==> src/socket_event_map.vh <==
`ifndef SOCKET_EVENT_MAP_VH
`define SOCKET_EVENT_MAP_VH

// ********************************************************************
// configuration space
// ********************************************************************
`define SCE_CFG_BASE_OFS 8'h10
`define SCE_BASE_LSB 12
`define SCE_WIN_BITS 12

// ********************************************************************
// socket register offsets inside the window
// ********************************************************************
`define SCE_OFS_FLAGS 12'h000
`define SCE_OFS_ENABLE 12'h004
`define SCE_OFS_CONDITION 12'h008
`define SCE_OFS_INJECT 12'h00C
`define SCE_OFS_SETUP 12'h010
`define SCE_OFS_RSVD_A 12'h014
`define SCE_OFS_RSVD_B 12'h018
`define SCE_OFS_RSVD_C 12'h01C
`define SCE_OFS_POWER 12'h020

// ********************************************************************
// event, mask and condition bit positions
// ********************************************************************
`define SCE_BIT_STATUS 0
`define SCE_BIT_DETECT1 1
`define SCE_BIT_DETECT2 2
`define SCE_BIT_POWER 3
`define SCE_EVENT_BITS 4
`define SCE_DETECT_ON 2'h3

// ********************************************************************
// reset values
// ********************************************************************
`define SCE_FLAGS_RESET 4'h0
`define SCE_ENABLE_RESET 4'h0
`define SCE_WORD_ZERO 32'h00000000

`endif

==> src/socket_status_change_events.v <==
`timescale 1ns/1ns
`include "socket_event_map.vh"
module socket_status_change_events #(
  parameter [31:0] SETUP_RESET = 32'h00000000,
  parameter [31:0] POWER_RESET = 32'h00000000
) (
  input wire refClk,
  input wire reset,
  input wire cfgWrite,
  input wire cfgRead,
  input wire [7:0] cfgAddr,
  input wire [31:0] cfgWriteData,
  output reg [31:0] cfgReadData,
  input wire memWrite,
  input wire memRead,
  input wire [31:0] memAddr,
  input wire [3:0] memByteEnable,
  input wire [31:0] memWriteData,
  output reg [31:0] memReadData,
  output reg memReadValid,
  output wire memHit,
  input wire card_status_field,
  input wire detect_one_status,
  input wire detect_two_status,
  input wire power_cycle_status,
  input wire cardResetPin,
  input wire cardIsCardBus,
  input wire interruptsEnabled,
  output reg status_change_interrupt,
  output wire [31:0] setupOut,
  output wire [31:0] powerOut
);
  localparam NPIN = 5;
  localparam PIN_RESET = 4;
  localparam NEV = `SCE_EVENT_BITS;

  // ******************************************************************
  // state
  // ******************************************************************
  reg [31:`SCE_BASE_LSB] base_q;
  reg [NEV-1:0] flags_q;
  reg [NEV-1:0] flags_d;
  reg [NEV-1:0] enable_q;
  reg [31:0] setup_q;
  reg [31:0] power_q;
  reg [31:0] readWord;
  reg [NEV-1:0] hwSet;
  reg [NEV-1:0] swClear;
  reg [NEV-1:0] swInject;
  reg [NEV-1:0] gated;
  reg [NEV-1:0] enableEff;

  wire [NPIN-1:0] pinLevel;
  wire [NPIN-1:0] pinRise;
  wire [NPIN-1:0] pinFall;
  wire [`SCE_WIN_BITS-1:0] offset;
  wire writeHit;
  wire lowLane;
  wire resetLeave;

  // ******************************************************************
  // socket pin synchronisation
  // ******************************************************************
  pin_edge_sync #(
    .WIDTH(NPIN)
  ) pinSync (
    .refClk(refClk),
    .reset(reset),
    .pinIn({cardResetPin, power_cycle_status, detect_two_status,
            detect_one_status, card_status_field}),
    .level(pinLevel),
    .rise(pinRise),
    .fall(pinFall)
  );

  assign resetLeave = pinFall[PIN_RESET];

  // ******************************************************************
  // configuration space base address
  // ******************************************************************
  always @(posedge refClk) begin
    if (reset) begin
      base_q <= {(32-`SCE_BASE_LSB){1'b0}};
    end else if (cfgWrite && cfgAddr == `SCE_CFG_BASE_OFS) begin
      base_q <= cfgWriteData[31:`SCE_BASE_LSB];
    end
  end

  always @(posedge refClk) begin
    if (reset) begin
      cfgReadData <= `SCE_WORD_ZERO;
    end else if (cfgRead) begin
      if (cfgAddr == `SCE_CFG_BASE_OFS) begin
        cfgReadData <= {base_q, {`SCE_BASE_LSB{1'b0}}};
      end else begin
        cfgReadData <= `SCE_WORD_ZERO;
      end
    end
  end

  // ******************************************************************
  // memory window decode
  // ******************************************************************
  assign memHit = (memAddr[31:`SCE_BASE_LSB] == base_q);
  assign offset = memAddr[`SCE_WIN_BITS-1:0];
  assign writeHit = memWrite && memHit;
  assign lowLane = memByteEnable[0];

  // ******************************************************************
  // hardware event detection
  // ******************************************************************
  always @* begin
    hwSet = {NEV{1'b0}};
    // bit 0: edge choice depends on card type
    if (cardIsCardBus) begin
      hwSet[`SCE_BIT_STATUS] = pinRise[`SCE_BIT_STATUS];
    end else begin
      hwSet[`SCE_BIT_STATUS] = pinRise[`SCE_BIT_STATUS] |
                               pinFall[`SCE_BIT_STATUS];
    end
    hwSet[`SCE_BIT_DETECT1] = pinRise[`SCE_BIT_DETECT1] |
                              pinFall[`SCE_BIT_DETECT1];
    hwSet[`SCE_BIT_DETECT2] = pinRise[`SCE_BIT_DETECT2] |
                              pinFall[`SCE_BIT_DETECT2];
    hwSet[`SCE_BIT_POWER] = pinRise[`SCE_BIT_POWER] |
                            pinFall[`SCE_BIT_POWER];
    // status still asserted when card reset ends
    if (resetLeave) begin
      hwSet[`SCE_BIT_STATUS] = hwSet[`SCE_BIT_STATUS] |
                               pinLevel[`SCE_BIT_STATUS];
      hwSet[`SCE_BIT_DETECT1] = hwSet[`SCE_BIT_DETECT1] |
                                pinLevel[`SCE_BIT_DETECT1];
      hwSet[`SCE_BIT_DETECT2] = hwSet[`SCE_BIT_DETECT2] |
                                pinLevel[`SCE_BIT_DETECT2];
    end
  end

  // ******************************************************************
  // software clear and inject strobes
  // ******************************************************************
  always @* begin
    swClear = {NEV{1'b0}};
    swInject = {NEV{1'b0}};
    if (writeHit && lowLane) begin
      if (offset == `SCE_OFS_FLAGS) begin
        swClear = memWriteData[NEV-1:0];
      end
      if (offset == `SCE_OFS_INJECT) begin
        swInject = memWriteData[NEV-1:0];
      end
    end
  end

  // ******************************************************************
  // flag register, set wins over clear
  // ******************************************************************
  always @* begin
    flags_d = (flags_q & ~swClear) | hwSet | swInject;
  end

  always @(posedge refClk) begin
    if (reset) begin
      flags_q <= `SCE_FLAGS_RESET;
    end else begin
      flags_q <= flags_d;
    end
  end

  // ******************************************************************
  // enable, setup and power registers
  // ******************************************************************
  always @(posedge refClk) begin
    if (reset) begin
      enable_q <= `SCE_ENABLE_RESET;
    end else if (writeHit && lowLane && offset == `SCE_OFS_ENABLE) begin
      enable_q <= memWriteData[NEV-1:0];
    end
  end

  always @(posedge refClk) begin
    if (reset) begin
      setup_q <= SETUP_RESET;
      power_q <= POWER_RESET;
    end else begin
      if (writeHit && offset == `SCE_OFS_SETUP) begin
        setup_q <= mergeLanes(setup_q, memWriteData, memByteEnable);
      end
      if (writeHit && offset == `SCE_OFS_POWER) begin
        power_q <= mergeLanes(power_q, memWriteData, memByteEnable);
      end
    end
  end

  function [31:0] mergeLanes;
    input [31:0] oldWord;
    input [31:0] newWord;
    input [3:0] lanes;
    integer i;
    begin
      mergeLanes = oldWord;
      for (i = 0; i < 4; i = i + 1) begin
        if (lanes[i]) begin
          mergeLanes[i*8 +: 8] = newWord[i*8 +: 8];
        end
      end
    end
  endfunction

  assign setupOut = setup_q;
  assign powerOut = power_q;

  // ******************************************************************
  // interrupt gating
  // ******************************************************************
  always @* begin
    enableEff = enable_q;
    // detect pair allows only when both bits are set
    if (enable_q[`SCE_BIT_DETECT2:`SCE_BIT_DETECT1] != `SCE_DETECT_ON) begin
      enableEff[`SCE_BIT_DETECT2:`SCE_BIT_DETECT1] = 2'h0;
    end
    gated = flags_q & enableEff;
  end

  always @(posedge refClk) begin
    if (reset) begin
      status_change_interrupt <= 1'b0;
    end else begin
      status_change_interrupt <= interruptsEnabled && (|gated);
    end
  end

  // ******************************************************************
  // read path
  // ******************************************************************
  always @* begin
    readWord = `SCE_WORD_ZERO;
    case (offset)
      `SCE_OFS_FLAGS: begin
        readWord[NEV-1:0] = flags_q;
      end
      `SCE_OFS_ENABLE: begin
        readWord[NEV-1:0] = enable_q;
      end
      `SCE_OFS_CONDITION: begin
        readWord[NEV-1:0] = pinLevel[NEV-1:0];
      end
      `SCE_OFS_SETUP: begin
        readWord = setup_q;
      end
      `SCE_OFS_POWER: begin
        readWord = power_q;
      end
      default: begin
        readWord = `SCE_WORD_ZERO;
      end
    endcase
  end

  always @(posedge refClk) begin
    if (reset) begin
      memReadData <= `SCE_WORD_ZERO;
      memReadValid <= 1'b0;
    end else begin
      memReadValid <= memRead && memHit;
      if (memRead && memHit) begin
        memReadData <= readWord;
      end
    end
  end
endmodule

==> src/pin_edge_sync.v <==
`timescale 1ns/1ns
// ********************************************************************
// two-stage synchroniser with edge detection per bit
// ********************************************************************
module pin_edge_sync #(
  parameter WIDTH = 5
) (
  input wire refClk,
  input wire reset,
  input wire [WIDTH-1:0] pinIn,
  output wire [WIDTH-1:0] level,
  output wire [WIDTH-1:0] rise,
  output wire [WIDTH-1:0] fall
);
  reg [WIDTH-1:0] meta_q;
  reg [WIDTH-1:0] sync_q;
  reg [WIDTH-1:0] prev_q;

  always @(posedge refClk) begin
    if (reset) begin
      meta_q <= {WIDTH{1'b0}};
      sync_q <= {WIDTH{1'b0}};
      prev_q <= {WIDTH{1'b0}};
    end else begin
      meta_q <= pinIn;
      sync_q <= meta_q;
      prev_q <= sync_q;
    end
  end

  assign level = sync_q;
  assign rise = sync_q & ~prev_q;
  assign fall = ~sync_q & prev_q;
endmodule

==> config.mk <==
export PLATFORM = sky130hd
export DESIGN_NAME = socket_status_change_events
export DESIGN_NICKNAME = d
export VERILOG_FILES = /design/src/socket_status_change_events.v /design/src/pin_edge_sync.v
export VERILOG_INCLUDE_DIRS = /design/src /design/src/src
export SDC_FILE = /design/constraint.sdc
export NUM_CORES = 1
export LEC_CHECK = 0
export BUFFER_PORTS_ARGS = -buffer_cell sky130_fd_sc_hd__buf_2
export CORE_UTILIZATION = 44
export CTS_CLUSTER_DIAMETER = 30
export DETAILED_ROUTE_END_ITERATION = 10
export PLACE_DENSITY = 0.69
export SLEW_MARGIN = 10
export SYNTH_ARGS = -nofsm -noshare
export SYNTH_HDL_FRONTEND = slang
export SYNTH_SLANG_ARGS = --single-unit
==> constraint.sdc <==
create_clock -name refClk -period 5.5 [get_ports refClk]
set_input_delay 0.55 -clock refClk [delete_from_list [all_inputs] [get_ports refClk]]
set_output_delay 0.55 -clock refClk [all_outputs]
set_load 0.01 [all_outputs]
Word level (Yosys, flattened, before mapping)
Index checks and enable logic that the tools add are counted.
{"block": "totals", "regBits": 173, "output_inout_bits": 131, "word_cells": 70}
{"block": "classes", "n_eq_ne": 8, "n_mux": 10, "bitwise": 16, "reduce_logical": 18}
{"op": "case mux 28 bit (2 select lines)", "count": 1}
{"op": "two-way mux 32 bit", "count": 1}
{"op": "equality test 12 x 4 -> 1 bit (second input constant)", "count": 2}
{"op": "equality test 20 bit", "count": 1}
{"op": "case mux 4 bit (5 select lines)", "count": 1}
{"op": "two-way mux 4 bit", "count": 4}
{"op": "AND reduction 2 bit", "count": 8}
{"op": "bitwise AND 4 bit", "count": 3}
{"op": "equality test 12 x 3 -> 1 bit (second input constant)", "count": 1}
{"op": "equality test 12 x 5 -> 1 bit (second input constant)", "count": 1}
{"op": "equality test 12 x 6 -> 1 bit (second input constant)", "count": 1}
{"op": "logical NOT 12 bit", "count": 1}
{"op": "equality test 8 x 5 -> 1 bit (second input constant)", "count": 1}
{"op": "logical AND 1 bit", "count": 8}
{"op": "NOT 4 bit", "count": 2}
{"op": "OR 4 bit", "count": 2}
{"op": "OR 1 bit", "count": 7}
{"op": "bitwise AND 5 bit", "count": 1}
{"op": "NOT 5 bit", "count": 1}
{"op": "OR reduction 4 bit", "count": 1}
{"op": "two-way mux 3 bit", "count": 1}
{"op": "two-way mux 2 bit", "count": 1}
{"op": "inequality test 2 bit (second input constant)", "count": 1}
{"op": "two-way mux 1 bit", "count": 1}

Longest topological paths before layout
{"block": "logic_depth", "depth_word": 8, "depth_mapped": 8, "ltp_nobuf": 5}

Hierarchy
Synthesis repeated with hierarchy kept, for this count alone.
{"block": "hier_totals", "cells_unflattened": 823, "hier_area_um2": 7130.6}
{"module": "socket_status_change_events", "instances": 1, "cells_each": 782, "area_each_um2": 6635.1, "seq_area_each_um2": 2922.8}
{"module": "pin_edge_sync", "instances": 1, "cells_each": 41, "area_each_um2": 495.5, "seq_area_each_um2": 300.3}

Least setup slack after synthesis
Ideal clock, no wire load.
{"block": "synth_timing", "path_kind": "input-to-output", "start": "input port memAddr[18]", "end": "output port memHit", "t_arrival_ns": 1.652, "required_time_ns": 4.950, "path_slack_ns": 3.298, "cell_stages": 5, "cell_sequence": "xor2_1 > nor4_4 > nand3_2 > clkbuf_1 > nor2_1"}
{"block": "synth_between", "elab_chain_cells": 1}
{"element": "from (decl)", "line": "socket_status_change_events.v:16", "source": "input wire [31:0] memAddr,"}
{"element": "equality test 20 bit", "line": "socket_status_change_events.v:104", "source": "assign memHit = (memAddr[31:`SCE_BASE_LSB] == base_q);"}
{"element": "to (decl)", "line": "socket_status_change_events.v:21", "source": "output wire memHit,"}
Every way passes these cells.

Worst setup path in the final report
{"block": "layout_timing", "start": "register base_q[18] in the netlist's numbering", "end": "output port memHit"}
{"block": "layout_between", "elab_chain_cells": 1}
{"element": "from (decl)", "line": "socket_status_change_events.v:40", "source": "reg [31:`SCE_BASE_LSB] base_q;"}
{"element": "from (signal assigned)", "line": "socket_status_change_events.v:83", "source": "base_q <= {(32-`SCE_BASE_LSB){1'b0}};"}
{"element": "from (signal assigned)", "line": "socket_status_change_events.v:85", "source": "base_q <= cfgWriteData[31:`SCE_BASE_LSB];"}
{"element": "equality test 20 bit", "line": "socket_status_change_events.v:104"}
Every way passes these cells.

==> metrics.md <==
| Metric | Value |
|---|---|
| Post-Syn Area | `7120 sq um` |
| Relative max-transition margin | `25.0%` |
| Critical-path maximum fanout | `12` |
| Outcome | `completed` |
| Worst hold path type | `input port to flip-flop` |
| CTS max path bufs | `2` |
| Area after DPL | `8240 sq um` |
| Routed via count | `7018` |
| All-layer global routing usage | `26.6%` |
| Latest clock arrival within the worst-skew pair | `0.43 ns` |
| Drt total wl | `22100 um` |
| # DRC | `0` |
| Root Buffer | `clkbuf_16` |
| Post-route cell area | `8890 sq um` |
| Final setup TNS | `0 ns` |
| Hold buffers post-CTS | `0` |
| Final Non-Filler Cells | `1271` |
| Die H | `129 um` |
| Register bit count reported by yosys | `161` |
| Die width | `129 um` |
| Die area | `16700 sq um` |
| Hold Startpoint | `detect_one_status` |
| Clock skew | `0.0102 ns` |
| Ranking of synthesized cells by area | `dfxtp_1 (45%), a21oi_1 (8.7%), nand3_1 (7.9%), o21ai_0 (5.2%), clkbuf_1 (3.0%)` |
| Starting Density | `45.0%` |
| Core area | `15800 sq um` |
| Power Density | `293 nW/um^2` |
| Worst hold slack | `0.338 ns` |
| PortBufs | `227` |
| Most common cell after layout, fill and taps aside | `buf_2` |
| Crit Path Category | `flip-flop to primary output` |
| Initial antenna violation count | `1` |
| Fmax | `0.349 GHz` |
| FP Rows | `46` |
| Unrepaired setup endpoints after global routing | `false` |
| Worst r2r src | `base_q[18]$_SDFFE_PP0P_` |
| Iteration-0 DRC count of the detailed router | `473` |
| Cell count after synthesis | `867` |
| Crit start category | `flip-flop` |
| Most frequent cells in the layout | `buf_2 (226), dfxtp_1 (161), a21oi_1 (124)` |
| Synthesis-to-layout area growth | `24.7%` |
| Worst-Margin Slew | `1.12 ns` |
| Hold EP | `pinSync.meta_q[1]$_SDFF_PP0_` |
| Synth top area share | `45.2%` |
| Placed Cells | `1237` |
| First-pass GRT wire length | `34400 um` |
| Pins Over Slew Limit | `0` |
| R2R cell count | `6` |
| Final setup vio count | `0` |
| Vias per cell | `5.52` |
| Mean post-synth cell area | `8.22 sq um` |
| Setup Buffers After CTS | `0` |
| Grt ovf | `0` |
| Routed wire per std cell | `17.4 um` |
| Arrival time worst endpoint | `2.31 ns` |
| Vias in the first global route | `6498` |
| Placer Congestion | `0.789` |
| Final Net Count | `1164` |
| Largest net degree at the start of global routing | `82` |
| Seq/Total Area, Yosys | `45.2%` |
| TritonCTS clock tree | `done` |
| Final Core Density | `56.1%` |
| Ys flop type | `dfxtp_1` |
| Hold Path Stages | `2` |
| TritonRoute pass-1 iters | `5` |
| Worst VDD drop | `0.000194 V` |
| ANT nets after route | `0` |
| Final Cycle Share | `52.1%` |
| Share of layout cells above drive strength 1 | `26.3%` |
| EDFF count, synth | `0` |
| Post_cts resized | `0` |
| Maxcap violations | `0` |
| Post-synth ARST share | `0%` |
| Total clock sinks | `161` |
| Boundary pin count | `252` |
| Distinct cells, synth | `43` |
| Ys Warns | `0` |
| Reg2reg setup slack | `2.64 ns` |
| Worst-path clk slew | `0.06 ns` |
| Final worst path period need | `2.86 ns` |
| Clock buffer count from CTS | `17` |
| Biggest area consumer among synthesized cells | `dfxtp_1` |
| CTS H-tree depth | `4` |
| Placed wire-length estimate | `14700 um` |
| Final hold vios | `0` |
| R2R Path End | `memReadData[12]$_SDFFE_PP0P_` |
| Worst Setup End Kind | `primary output` |
| Data required, critical path | `4.95 ns` |
| Leak Pwr | `3.38 nW` |
-- power by group --
group / switching, W / internal (W)
logic: 0.0000772 / 0.0000496
clock network: 0.000495 / 0.000802
registers: 0.00000406 / 0.00117
-- sequential cells by signal (all words and copies together), names as in the netlist --
register and cells:
base_q 20, cfgReadData 20, enable_q 4, flags_q 4
memReadData 32, memReadValid 1, pinSync.level 5, pinSync.meta_q 5
pinSync.prev_q 5, powerOut 32, setupOut 32, status_change_interrupt 1
-- area by class of cell --
| cell class | count | area, sq um |
|---|---|---|
| inverter | 23 | 86.3 |
| tap | 216 | 270 |
| sequential | 161 | 3220 |
| clock buffer | 21 | 470 |
| antenna | 2 | 5.00 |
| multi-input combinational | 599 | 3430 |
| clock inverter | 11 | 175 |
| fill | 1499 | 6940 |
| timing repair buffer | 238 | 1220 |
-- routing by layer --
metal	track usage [%]	part of all wire, %
met1	34.5	44
met2	42.8	47
met3	6.81	7.4
met4	9.27	1.7
met5	0	0
-- worst max path at each step --
| stage | startpoint | to | slack (ns) |
|---|---|---|---|
| floorplan | memAddr[18] | memHit | 3.30 |
| global placement | memAddr[18] | memReadData[19]$_SDFFE_PP0P_ | 2.36 |
| detailed placement | memAddr[18] | memReadData[18]$_SDFFE_PP0P_ | 2.35 |
| CTS | base_q[18]$_SDFFE_PP0P_ | memHit | 2.60 |
| global route | base_q[18]$_SDFFE_PP0P_ | memReadData[10]$_SDFFE_PP0P_ | 2.45 |
| finish | base_q[18]$_SDFFE_PP0P_ | memHit | 2.64 |
-- through the flow --
stage	total power [W]	setup WS, ns
after floorplan	0.00127	3.30
after detailed placement	0.00133	2.35
after CTS	0.00261	2.60
after global routing	0.00268	2.45
final	0.00260	2.64
after global placement	0.00133	2.36
-- cells by family after synthesis --
| kind of cell | after synthesis | synth area share [%] |
|---|---|---|
| adder cells (fa/ha/maj) | 3 | 0.527 |
| AO/OA/AOI/OAI | 277 | 22.1 |
| AND/OR/NAND/NOR | 282 | 21.6 |
| multiplexers | 4 | 0.562 |
| flip-flops | 161 | 45.2 |
| other | 1 | 0.0526 |
| buffers and inverters | 118 | 7.32 |
| XOR/XNOR | 21 | 2.58 |
-- synthesized netlist by cell type (all sizes together) (7+ instances only) --
| master | count |
|---|---|
| nand4 | 10 |
| o21ai | 74 |
| nand4b | 14 |
| inv | 23 |
| a31oi | 32 |
| a211oi | 17 |
| nand2 | 49 |
| nand2b | 21 |
| buf | 35 |
| nor2 | 26 |
| nor2b | 17 |
| nand3 | 113 |
| a21oi | 124 |
| clkbuf | 60 |
| a311oi | 15 |
| dfxtp | 161 |
| xnor2 | 17 |
| nor4 | 7 |
| and4 | 9 |
-- worst max-delay path, stage by stage (launching register included) --
cell and delay, ns:
dfxtp_1 0.34, xor2_1 0.20, nor4_4 0.60, nand3_2 0.41
nor2_1 0.17, buf_2 0.15
No activity file was read; power rests on OpenSTA's default activity.
